===== src/logic/io_space_defs.svh =====
// Purpose: Offsets, field masks and decode limits of the I/O register space
// Assumes: Offsets are 6-bit I/O addresses; data space adds the mirror base
// Notes:   Masks mark bits that exist; every other bit reads as zero
`ifndef IO_SPACE_DEFS_SVH
`define IO_SPACE_DEFS_SVH

// Address map limits
`define IO_SPACE_TOP      8'h3f
`define IO_DS_BASE        8'h20
`define IO_EXT_BASE       8'h60
`define IO_BIT_LIMIT      6'h20
`define IO_RESET_VALUE    8'h00

// Register offsets (I/O addresses)
`define OFS_PORT_A_PINS   6'h00
`define OFS_PORT_A_DIR    6'h01
`define OFS_PORT_A_OUT    6'h02
`define OFS_PORT_B_PINS   6'h03
`define OFS_PORT_B_DIR    6'h04
`define OFS_PORT_B_OUT    6'h05
`define OFS_PORT_CTRL     6'h12
`define OFS_TIMER0_FLAGS  6'h15
`define OFS_TIMER1_FLAGS  6'h16
`define OFS_PCINT_FLAGS   6'h1b
`define OFS_EXT_FLAGS     6'h1c
`define OFS_EXT_MASK      6'h1d
`define OFS_SCRATCH0      6'h1e
`define OFS_NVM_CTRL      6'h1f
`define OFS_NVM_DATA      6'h20
`define OFS_NVM_ADDR_LO   6'h21
`define OFS_NVM_ADDR_HI   6'h22
`define OFS_PRESCALE_SYNC 6'h23
`define OFS_TIMER0_CTRL_A 6'h25
`define OFS_TIMER0_CTRL_B 6'h26
`define OFS_TIMER0_COUNT  6'h27
`define OFS_TIMER0_CMP_A  6'h28
`define OFS_SCRATCH1      6'h2a
`define OFS_SCRATCH2      6'h2b
`define OFS_SPI_CTRL      6'h2c
`define OFS_SPI_STATUS    6'h2d
`define OFS_SPI_DATA      6'h2e
`define OFS_COMP_CTRL     6'h30
`define OFS_DEBUG_DATA    6'h31
`define OFS_SLEEP_CTRL    6'h33

// Implemented bits of registers that are not full bytes
`define MSK_PORT_CTRL     8'h33
`define MSK_TIMER0_FLAGS  8'h03
`define MSK_TIMER1_FLAGS  8'h27
`define MSK_PCINT_FLAGS   8'h03
`define MSK_EXT_FLAGS     8'h03
`define MSK_EXT_MASK      8'h03
`define MSK_NVM_CTRL      8'h3f
`define MSK_PRESCALE_SYNC 8'h83
`define MSK_TIMER0_CTRL_A 8'hc3
`define MSK_TIMER0_CTRL_B 8'h87
`define MSK_SPI_STATUS    8'hc1
`define MSK_SLEEP_CTRL    8'h07
`define MSK_FULL          8'hff
`define MSK_NONE          8'h00

`endif


===== src/logic/io_space_pkg.sv =====
// Purpose: Types shared by the I/O register space decoder
// Assumes: One core request per cycle at most
// Notes:   Constants live in io_space_defs.svh
`default_nettype none
package io_space_pkg;

  // Kinds of core access that reach the register space
  typedef enum logic [3:0] {
    NO_ACCESS,
    IO_READ,
    IO_WRITE,
    DATA_LOAD,
    DATA_STORE,
    BIT_SET_INSTR,
    BIT_CLEAR_INSTR,
    SKIP_IF_IO_BIT_SET,
    SKIP_IF_IO_BIT_CLEAR
  } access_kind_type;

  // One core request
  typedef struct packed {
    access_kind_type kind;
    logic [7:0]      addr;
    logic [2:0]      bit_sel;
    logic [7:0]      wdata;
  } core_req_type;

  // Registered answer to the core
  typedef struct packed {
    logic       valid;
    logic [7:0] data;
    logic       skip;
  } core_resp_type;

endpackage
`default_nettype wire


===== src/logic/io_register_space_decode.sv =====
// Purpose: Decode of the lower 64 I/O locations for an 8-bit core
// Assumes: Requests and hardware flag events are on sys_clk
// Notes:   Extended region above the mirror is decoded but holds nothing here
`include "io_space_defs.svh"
`timescale 1ns/1ps
`default_nettype none

// Functional notes
// - I/O instructions use a 6-bit address from zero to 0x3F.
// - Every I/O register also appears in data space at address plus 0x20.
// - Extended region 0x60-0xFF is reachable only by load and store.
// - Bit set and clear work on I/O addresses below 0x20 only.
// - Bit test with skip works on I/O addresses below 0x20 only.
// - Status flags clear on writing one; writing zero leaves them.
// - Bit set or clear changes only the addressed bit.
// - Memory address bits above the top implemented bit are ignored.
module io_register_space_decode
  import io_space_pkg::*;
#(
  parameter int NVM_ADDR_WIDTH = 9
) (
  // Clock and reset
  input  wire logic                      sys_clk,
  input  wire logic                      reset,
  // Core access
  input  wire core_req_type              req,
  output var  core_resp_type             resp,
  // Port pins and drive
  input  wire logic [7:0]                port_a_pins,
  input  wire logic [7:0]                port_b_pins,
  output logic      [7:0]                port_a_dir,
  output logic      [7:0]                port_a_out,
  output logic      [7:0]                port_b_dir,
  output logic      [7:0]                port_b_out,
  // Hardware flag events, one-cycle pulses
  input  wire logic [7:0]                timer0_events,
  input  wire logic [7:0]                timer1_events,
  input  wire logic [7:0]                pin_change_events,
  input  wire logic [7:0]                ext_irq_events,
  // Steering towards peripherals
  output logic      [7:0]                ext_irq_mask,
  output logic      [NVM_ADDR_WIDTH-1:0] nvm_address
);

  localparam int HI_BITS = (NVM_ADDR_WIDTH > 8) ? NVM_ADDR_WIDTH - 8 : 0;
  localparam logic [7:0] NVM_LO_MASK = (NVM_ADDR_WIDTH >= 8) ? `MSK_FULL :
    8'((16'h0001 << NVM_ADDR_WIDTH) - 16'h0001);
  localparam logic [7:0] NVM_HI_MASK =
    8'((16'h0001 << HI_BITS) - 16'h0001);

  logic [7:0] io_mem      [64];
  logic [7:0] next_io_mem [64];
  logic [7:0] pin_a_meta, pin_a_sync, pin_b_meta, pin_b_sync;
  logic [5:0] idx;
  logic       in_range, do_write, do_read, do_test;
  logic [7:0] touched, wval, wmask, rval;

  // Stored bits at each I/O address; zero marks reserved space and the pin registers
  function automatic logic [7:0] write_mask(input logic [5:0] a);
    unique case (a)
      `OFS_PORT_A_DIR, `OFS_PORT_A_OUT, `OFS_PORT_B_DIR, `OFS_PORT_B_OUT,
      `OFS_SCRATCH0, `OFS_NVM_DATA, `OFS_TIMER0_COUNT, `OFS_TIMER0_CMP_A,
      `OFS_SCRATCH1, `OFS_SCRATCH2, `OFS_SPI_CTRL, `OFS_SPI_DATA,
      `OFS_COMP_CTRL, `OFS_DEBUG_DATA: write_mask = `MSK_FULL;
      `OFS_PORT_CTRL:     write_mask = `MSK_PORT_CTRL;
      `OFS_TIMER0_FLAGS:  write_mask = `MSK_TIMER0_FLAGS;
      `OFS_TIMER1_FLAGS:  write_mask = `MSK_TIMER1_FLAGS;
      `OFS_PCINT_FLAGS:   write_mask = `MSK_PCINT_FLAGS;
      `OFS_EXT_FLAGS:     write_mask = `MSK_EXT_FLAGS;
      `OFS_EXT_MASK:      write_mask = `MSK_EXT_MASK;
      `OFS_NVM_CTRL:      write_mask = `MSK_NVM_CTRL;
      `OFS_NVM_ADDR_LO:   write_mask = NVM_LO_MASK;
      `OFS_NVM_ADDR_HI:   write_mask = NVM_HI_MASK;
      `OFS_PRESCALE_SYNC: write_mask = `MSK_PRESCALE_SYNC;
      `OFS_TIMER0_CTRL_A: write_mask = `MSK_TIMER0_CTRL_A;
      `OFS_TIMER0_CTRL_B: write_mask = `MSK_TIMER0_CTRL_B;
      `OFS_SPI_STATUS:    write_mask = `MSK_SPI_STATUS;
      `OFS_SLEEP_CTRL:    write_mask = `MSK_SLEEP_CTRL;
      default:            write_mask = `MSK_NONE;
    endcase
  endfunction

  // Flag registers whose bits clear on a written one
  function automatic logic is_w1c(input logic [5:0] a);
    is_w1c = (a == `OFS_TIMER0_FLAGS) || (a == `OFS_TIMER1_FLAGS) ||
             (a == `OFS_PCINT_FLAGS) || (a == `OFS_EXT_FLAGS);
  endfunction

  // Pins come from outside the clock domain, so two stages first
  always_ff @(posedge sys_clk) begin
    if (reset) begin
      pin_a_meta <= `IO_RESET_VALUE;
      pin_a_sync <= `IO_RESET_VALUE;
      pin_b_meta <= `IO_RESET_VALUE;
      pin_b_sync <= `IO_RESET_VALUE;
    end else begin
      pin_a_meta <= port_a_pins;
      pin_a_sync <= pin_a_meta;
      pin_b_meta <= port_b_pins;
      pin_b_sync <= pin_b_meta;
    end
  end

  // Address decode for both access paths
  always_comb begin
    idx      = req.addr[5:0];
    in_range = 1'b0;
    unique case (req.kind)
      IO_READ, IO_WRITE: begin
        in_range = 1'b1;
      end
      DATA_LOAD, DATA_STORE: begin
        // Mirror window only; the extended region has no register here
        in_range = (req.addr >= `IO_DS_BASE) &&
                   (req.addr < `IO_EXT_BASE);
        idx      = 6'(req.addr - `IO_DS_BASE);
      end
      BIT_SET_INSTR, BIT_CLEAR_INSTR,
      SKIP_IF_IO_BIT_SET, SKIP_IF_IO_BIT_CLEAR: begin
        in_range = (req.addr[5:0] < `IO_BIT_LIMIT);
      end
      NO_ACCESS: begin
        in_range = 1'b0;
      end
      default: begin
        in_range = 1'b0;
      end
    endcase
    do_write = in_range && (req.kind inside {IO_WRITE, DATA_STORE,
                            BIT_SET_INSTR, BIT_CLEAR_INSTR});
    do_read  = in_range && (req.kind inside {IO_READ, DATA_LOAD});
    do_test  = in_range && (req.kind inside {SKIP_IF_IO_BIT_SET,
                            SKIP_IF_IO_BIT_CLEAR});
  end

  // Bit operations touch one lane only, byte writes touch all
  always_comb begin
    touched = `MSK_FULL;
    wval    = req.wdata;
    if (req.kind == BIT_SET_INSTR) begin
      touched = 8'h01 << req.bit_sel;
      wval    = `MSK_FULL;
    end else if (req.kind == BIT_CLEAR_INSTR) begin
      touched = 8'h01 << req.bit_sel;
      wval    = `MSK_NONE;
    end
    wmask = touched & write_mask(idx);
  end

  // Read value; input pins show the synchronised level
  always_comb begin
    if (idx == `OFS_PORT_A_PINS) begin
      rval = pin_a_sync;
    end else if (idx == `OFS_PORT_B_PINS) begin
      rval = pin_b_sync;
    end else begin
      rval = io_mem[idx] & write_mask(idx);
    end
  end

  // Next register contents; hardware set wins over a clearing write
  always_comb begin
    next_io_mem = io_mem;
    if (do_write) begin
      if (is_w1c(idx)) begin
        // A bit set on a flag writes one there and so clears only it
        next_io_mem[idx] = io_mem[idx] & ~(wval & wmask);
      end else begin
        next_io_mem[idx] = (io_mem[idx] & ~wmask) | (wval & wmask);
      end
    end
    next_io_mem[`OFS_TIMER0_FLAGS] = next_io_mem[`OFS_TIMER0_FLAGS] |
      (timer0_events & `MSK_TIMER0_FLAGS);
    next_io_mem[`OFS_TIMER1_FLAGS] = next_io_mem[`OFS_TIMER1_FLAGS] |
      (timer1_events & `MSK_TIMER1_FLAGS);
    next_io_mem[`OFS_PCINT_FLAGS] = next_io_mem[`OFS_PCINT_FLAGS] |
      (pin_change_events & `MSK_PCINT_FLAGS);
    next_io_mem[`OFS_EXT_FLAGS] = next_io_mem[`OFS_EXT_FLAGS] |
      (ext_irq_events & `MSK_EXT_FLAGS);
  end

  // Register storage, one cycle per access
  always_ff @(posedge sys_clk) begin
    if (reset) begin
      for (int i = 0; i < 64; i++) begin
        io_mem[i] <= `IO_RESET_VALUE;
      end
    end else begin
      io_mem <= next_io_mem;
    end
  end

  // Answer to the core one cycle after the request
  always_ff @(posedge sys_clk) begin
    if (reset) begin
      resp <= '0;
    end else begin
      resp.valid <= do_read || do_test;
      resp.data  <= do_read ? rval : `MSK_NONE;
      resp.skip  <= do_test &&
        (rval[req.bit_sel] == (req.kind == SKIP_IF_IO_BIT_SET));
    end
  end

  // Steering outputs are the storage flops themselves
  assign port_a_dir   = io_mem[`OFS_PORT_A_DIR];
  assign port_a_out   = io_mem[`OFS_PORT_A_OUT];
  assign port_b_dir   = io_mem[`OFS_PORT_B_DIR];
  assign port_b_out   = io_mem[`OFS_PORT_B_OUT];
  assign ext_irq_mask = io_mem[`OFS_EXT_MASK];
  if (NVM_ADDR_WIDTH > 8) begin : g_nvm_wide
    assign nvm_address = {io_mem[`OFS_NVM_ADDR_HI][HI_BITS-1:0],
                          io_mem[`OFS_NVM_ADDR_LO]};
  end else begin : g_nvm_narrow
    assign nvm_address = io_mem[`OFS_NVM_ADDR_LO][NVM_ADDR_WIDTH-1:0];
  end
endmodule // io_register_space_decode
`default_nettype wire


===== config.mk =====
export PLATFORM = sky130hd
export DESIGN_NAME = io_register_space_decode
export DESIGN_NICKNAME = d
export VERILOG_FILES = /design/src/logic/io_space_pkg.sv /design/src/logic/io_register_space_decode.sv
export VERILOG_INCLUDE_DIRS = /design/src /design/src/logic
export SDC_FILE = /design/constraint.sdc
export NUM_CORES = 1
export LEC_CHECK = 0
export BUFFER_PORTS_ARGS = -buffer_cell sky130_fd_sc_hd__buf_4
export CORE_MARGIN = 3
export CORE_UTILIZATION = 35
export CTS_BUF_LIST = sky130_fd_sc_hd__clkbuf_16
export DETAILED_ROUTE_END_ITERATION = 6
export PLACE_DENSITY = 0.62
export SLEW_MARGIN = 25
export SYNTH_ARGS = -nofsm -noshare
export SYNTH_HDL_FRONTEND = slang
export SYNTH_SLANG_ARGS = --single-unit

===== constraint.sdc =====
create_clock -name sys_clk -period 7.4 [get_ports sys_clk]
set_input_delay 1.11 -clock sys_clk [delete_from_list [all_inputs] [get_ports sys_clk]]
set_output_delay 1.11 -clock sys_clk [all_outputs]
set_load 0.01 [all_outputs]

# --- Word-level counts from Yosys, hierarchy flattened ---
# Memory sizes are Yosys's and may differ from the RTL's.
# Cells that the tools add are included.
word_totals:
  ff_bits: 554
  rom_bits: 1024
  inputBits: 73
  memories: 2
op_classes:
  add_sub_neg: 1
  order_cmp: 6
  n_eq_ne: 14
  shift: 1
  n_mux: 21
  bitwise_logic: 14
  n_reduce_logical: 18
mem_list:
  columns: ["memory", "depth", "width", "rd", "rd_clocked_by_memory_dff", "write_ports", "line", "text"]
  rows:
  - ["(name not given)", 64, 8, 1, 0, 0, "io_register_space_decode.sv:60", "unique case (a)"]
  - ["(name not given)", 64, 8, 1, 0, 0, "io_register_space_decode.sv:60", null]
op_table:
  columns: ["operator", "n"]
  rows:
  - ["bitwise mux 512 bit", 2]
  - ["2-to-1 mux 512 bit", 1]
  - ["2-to-1 mux 344 bit", 1]
  - ["2-to-1 mux 8 bit", 11]
  - ["binary-select mux 8 bit (select 6 bit)", 1]
  - ["demux 8 bit (select 6 bit)", 1]
  - ["bitwise AND 8 bit", 5]
  - ["equality test 6 x 5 -> 1 bit, second input constant", 4]
  - ["bitwise OR 8 x 2 -> 8 bit", 3]
  - ["equality test 4 x 3 -> 1 bit, second input constant", 4]
  - ["NOT 8 bit", 2]
  - ["equality test 4 x 2 -> 1 bit, second input constant", 2]
  - [">= comparator 8 x 6 -> 1 bit, second input constant", 1]
  - ["< comparator 8 x 7 -> 1 bit, second input constant", 1]
  - ["bitwise OR 8 x 6 -> 8 bit", 1]
  - ["bitwise OR 8 bit", 1]
  - ["left shift 1 x 3 -> 8 bit, first input constant", 1]
  - [">= comparator 7 bit, second input constant", 1]
  - ["< comparator 7 x 1 -> 1 bit, second input constant", 1]
  - ["NOT 6 -> 7 bit", 1]
  - ["equality test 6 x 2 -> 1 bit, second input constant", 1]
  - ["logical AND 1 bit", 6]
  - ["logical NOT 6 bit", 1]
  - ["< comparator 6 bit, second input constant", 1]
  - ["other kinds (15)", 21]

# --- Logic depth before layout (Yosys ltp) ---
depth:
  word_depth: 14
  depth_mapped: 16
  mapped_depth_nobuf: 12

# --- Worst setup path before layout ---
# Ideal clock, no wire load.
synth_path:
  path_kind: "input to register"
  startpoint: "input port req[11] (netlist name)"
  endpoint: "register resp[0] (netlist name)"
  setup_ns: 0.118
  t_arrival_ns: 3.868
  required_time_ns: 7.282
  path_slack_ns: 3.414
  path_stages: 14
  n_path_buf: 2
  cell_sequence: "buf_2 buf_2 inv_1 ha_1 or2_2 a31oi_1 and3_1 a22o_1 or4_1 nor2_1 or4_1 o2111ai_1 nand2_1 mux2i_1"
synth_via:
  elab_chain_len: 13
synth_lines:
  columns: ["element", "line", "text"]
  rows:
  - ["start: declaration", "io_register_space_decode.sv:26", "input wire core_req_type req,"]
  - ["branches (longest 12 deep; another with memory (64 x 8 bit))", null, null]
  - ["logical AND 1 bit *", "io_register_space_decode.sv:200", "resp.skip <= do_test &&"]
  - ["end: declaration", "io_register_space_decode.sv:27", "output var core_resp_type resp,"]
# Every way passes the cells marked *. The select of a mux whose other input is x is not followed.
# A chain may end at the register's enable or synchronous reset.

# --- Final worst setup path ---
layout_path:
  startpoint: "input port req[11] (netlist name)"
  endpoint: "register io_mem[486] (netlist name)"
layout_via:
  elab_chain_len: 10
layout_lines:
  columns: ["element", "line", "text"]
  rows:
  - ["subtractor 6 bit (no source line)", null, null]
  - ["2-to-1 mux 6 bit", "io_register_space_decode.sv:108", "unique case (req.kind)"]
  - ["NOT 6 -> 7 bit", "io_register_space_decode.sv:167, io_register_space_decode.sv:169", null]
  - ["binary-select mux 8 bit (select 6 bit)", "io_register_space_decode.sv:167, io_register_space_decode.sv:169", null]
  - ["2-to-1 mux 8 bit (implied by the code) (2 in series)", "io_register_space_decode.sv:167, io_register_space_decode.sv:169", null]
  - ["bitwise AND 8 bit", "io_register_space_decode.sv:169", "next_io_mem[idx] = (io_mem[idx] & ~wmask) | (wval & wmask);"]
  - ["bitwise OR 8 bit", "io_register_space_decode.sv:169", null]
  - ["bitwise mux 512 bit", "io_register_space_decode.sv:169", null]
  - ["2-to-1 mux 512 bit", "io_register_space_decode.sv:165", "if (is_w1c(idx)) begin"]
  - ["end signal: indexed assignment", "io_register_space_decode.sv:186", "io_mem[i] <= `IO_RESET_VALUE;"]
  - ["end signal: assignment", "io_register_space_decode.sv:189", "io_mem <= next_io_mem;"]
  - ["end: declaration", "io_register_space_decode.sv:51", "logic [7:0] io_mem [64];"]
# Parallel ways exist; a longest one is shown, timed or not. The select of a mux whose other input is x is not followed.

==> metrics.txt <==
outcome=complete, but fails checks; failing checks=design-rule violations; setup TNS=0 ns; vias per cell=5.72; ant diodes=0; Avg Cell Area, Syn=9.59 µm²; Worst setup startpoint=req[11]; Die Wd=268 µm; Final min period=5.05 ns; Clock Sinks=554; Final Instance Count excl. Fillers=3,336; Port-buffer cells=109; CP max FO=64; hold_sp=pin_b_meta[7]; endpoints failing hold=0; combinational share of power=8.1%; Post-Synthesis Cell Area=0.0241 mm²; YS warnings=0; R2R Path Start=port_a_out[6]; FMAX=0.198 GHz; initial antenna violation count=0; H-tree depth=2; Seq/Total Area, Yosys=46.1%; total wire length=70.4 mm; Setup Crit Path Kind=in2reg; worst clock skew=0.0170 ns; Worst EP required=7.85 ns; first-pass GRT wire length=109 mm; flops & latches, synth=554; final setup vio count=0; clk_lat worst skew=0.63 ns; CP max-delay cell=nor4b_1; most common cell after layout, fill and taps aside=nor2_1; Final period util=68.3%; peak supply drop=170 µV; sequential share of power=47.1%; total design power=6.39 mW; layout cells sized above 1=17.6%; CTS Hold Bufs=0; Total GRT Usage=19.3%; DRT iter0 DRCs=1,660; CTS Buf Count=57; slew margin rel.=30.6%; post-cts gate resize count=0; crit path buf inv count=3; cell family with most CP delay=buffers and inverters; unrepaired setup endpoints after global routing=false; syn nets=2,592; Clk pwr share=44.8%; wire per inst=21.1 µm; largest net degree at the start of global routing=185; I/O pin count=132; Crit. End Element=register; # nets final=2,499; Sw Pwr=1.60 mW; Final HPWL DP=45.3 mm; Synth Flop Type=dfxtp_1; Post-synth EDFFs=0; DRT Pass-1 Iters=7; PwrDens=237 mW/mm²; Leak Pwr=8.51 nW; Worst-Margin Slew=1.03 ns; gpl congestion=0.870; core area=0.0676 mm²; CTS tree=yes; Die ar.=0.0720 mm²; Area Overhead vs Synth=11.9%; max cap viols=0; clk buf depth=3; internal power=4.79 mW; Post-synth ARST share=0%; most frequent cells in the layout=nor2_1, dfxtp_1, a211oi_1, buf_4, mux4_2; Final Max Tran Viols=0; Worst path most repeated cell=buf_4; Routed Antenna Nets=0; dpl cell area=0.0249 mm²; sw frac=25.0%; vias in the first global route=18.3k; fin area=0.0269 mm²; clk slew on worst S/H paths=0.06 ns; WP data arrival=5.50 ns; num rows=95; postcts setup bufs=0; CP peak stage delay=0.86 ns; Root Buffer Master=clkbuf_16; Gate Count Post-Synth=2,510; # DRC=1; CP Cell Sequence=clkbuf_8, buf_4, mux4_2, a221oi_1, nor3_1, nor4b_1, a21oi_1, a21oi_4, buf_4, a211oi_1; gr ovfl total=0; dpl cells=3,229; Min-Delay Path Class=reg2reg; Die H=268 µm; Worst setup SP type=input port; Netlist cell types=68; Initial Utilization=35.6%; via count=19.1k
layout make-up:
| cell class | count | area (µm²) |
|---|---|---|
| fill | 6461 | 40700 |
| inverter | 9 | 33.8 |
| sequential | 554 | 11100 |
| tap | 873 | 1090 |
| clock buffer | 57 | 1430 |
| multi-input combinational | 1652 | 11700 |
| clock inverter | 48 | 425 |
| timing repair buffer | 143 | 1180 |
sequential cells by signal, indices dropped and copies added (netlist names):
signal and count:
ext_irq_mask 8, io_mem 463, nvm_address 9, pin_a_meta 8, pin_a_sync 8, pin_b_meta 8
pin_b_sync 8, port_a_dir 8, port_a_out 8, port_b_dir 8, port_b_out 8, resp 10
through the flow:
stage | worst slack (ns) | util, % | hold slack [ns]
floorplan | 3.41 | - | 0.414
global placement | 1.88 | 36.8 | 0.424
detailed placement | 1.82 | 36.8 | 0.425
CTS | 2.48 | 39.6 | 0.443
global route | 2.23 | 39.8 | 0.458
finish | 2.35 | 39.8 | 0.438
path summary, 6_finish.rpt:
path	end	slack, ns	cells after the start
worst min-delay path	pin_b_sync[7]	0.44	1
worst min register to register	pin_b_sync[7]	0.44	1
worst max register to register	io_mem[486]	3.34	9
worst max-delay path	io_mem[486]	2.35	10
synthesized netlist by cell type, drive strengths merged, types with 7 or more instances:
| cell | count | area (µm²) |
|---|---|---|
| o32a | 7 | 70.1 |
| a21oi | 48 | 248 |
| nor3 | 22 | 110 |
| nand3 | 12 | 60.1 |
| nand2b | 9 | 56.3 |
| nand2 | 60 | 225 |
| clkbuf | 91 | 342 |
| a221oi | 8 | 70.1 |
| nor2 | 621 | 2340 |
| mux4 | 116 | 2610 |
| inv | 9 | 33.8 |
| ha | 9 | 113 |
| o22ai | 8 | 50.1 |
| mux2i | 21 | 210 |
| a211oi | 507 | 3810 |
| nor2b | 43 | 269 |
| dfxtp | 554 | 11100 |
| a22o | 11 | 96.3 |
| a31oi | 8 | 50.1 |
| a22oi | 42 | 315 |
| o21ai | 16 | 80.1 |
| buf | 204 | 1130 |
worst register-to-register path: cells and delay by family (launching register included):
kind / cells / cell delay (ns)
buf+inv: 1 / 0.69
compound gates: 5 / 1.38
mux: 1 / 0.49
flops: 1 / 0.33
simple gates: 2 / 1.00
cell families (layout without fill, tap and decap cells):
family	after synthesis	in the layout	synth area share, %
adders and majority gates	9	9	0.468
AOI/OAI and AO/OA	698	698	21.5
muxes	138	138	11.8
DFF	554	554	46.1
and+or+nand+nor	805	805	13.9
xor gates and xnor gates	2	2	0.0728
buffers and inverters	304	257	6.24
metal layers:
metal	vias up	GRT usage [%]	wire length, µm
met3	139	2.74	4800
met1	9251	26.2	30400
met5	-	0	0
li1	9006	-	-
met4	0	7.55	2340
met2	700	31.0	32800
power groups by stage:
stage | Clock (mW) | Sequential [mW] | Combinational (mW)
floorplan | 0 | 3.07 | 0.335
global placement | 0 | 3.08 | 0.489
detailed placement | 0 | 3.08 | 0.498
CTS | 2.91 | 3.01 | 0.500
global route | 3.02 | 3.01 | 0.550
finish | 2.86 | 3.01 | 0.518
Note: power is estimated with default switching activity, not from simulation.
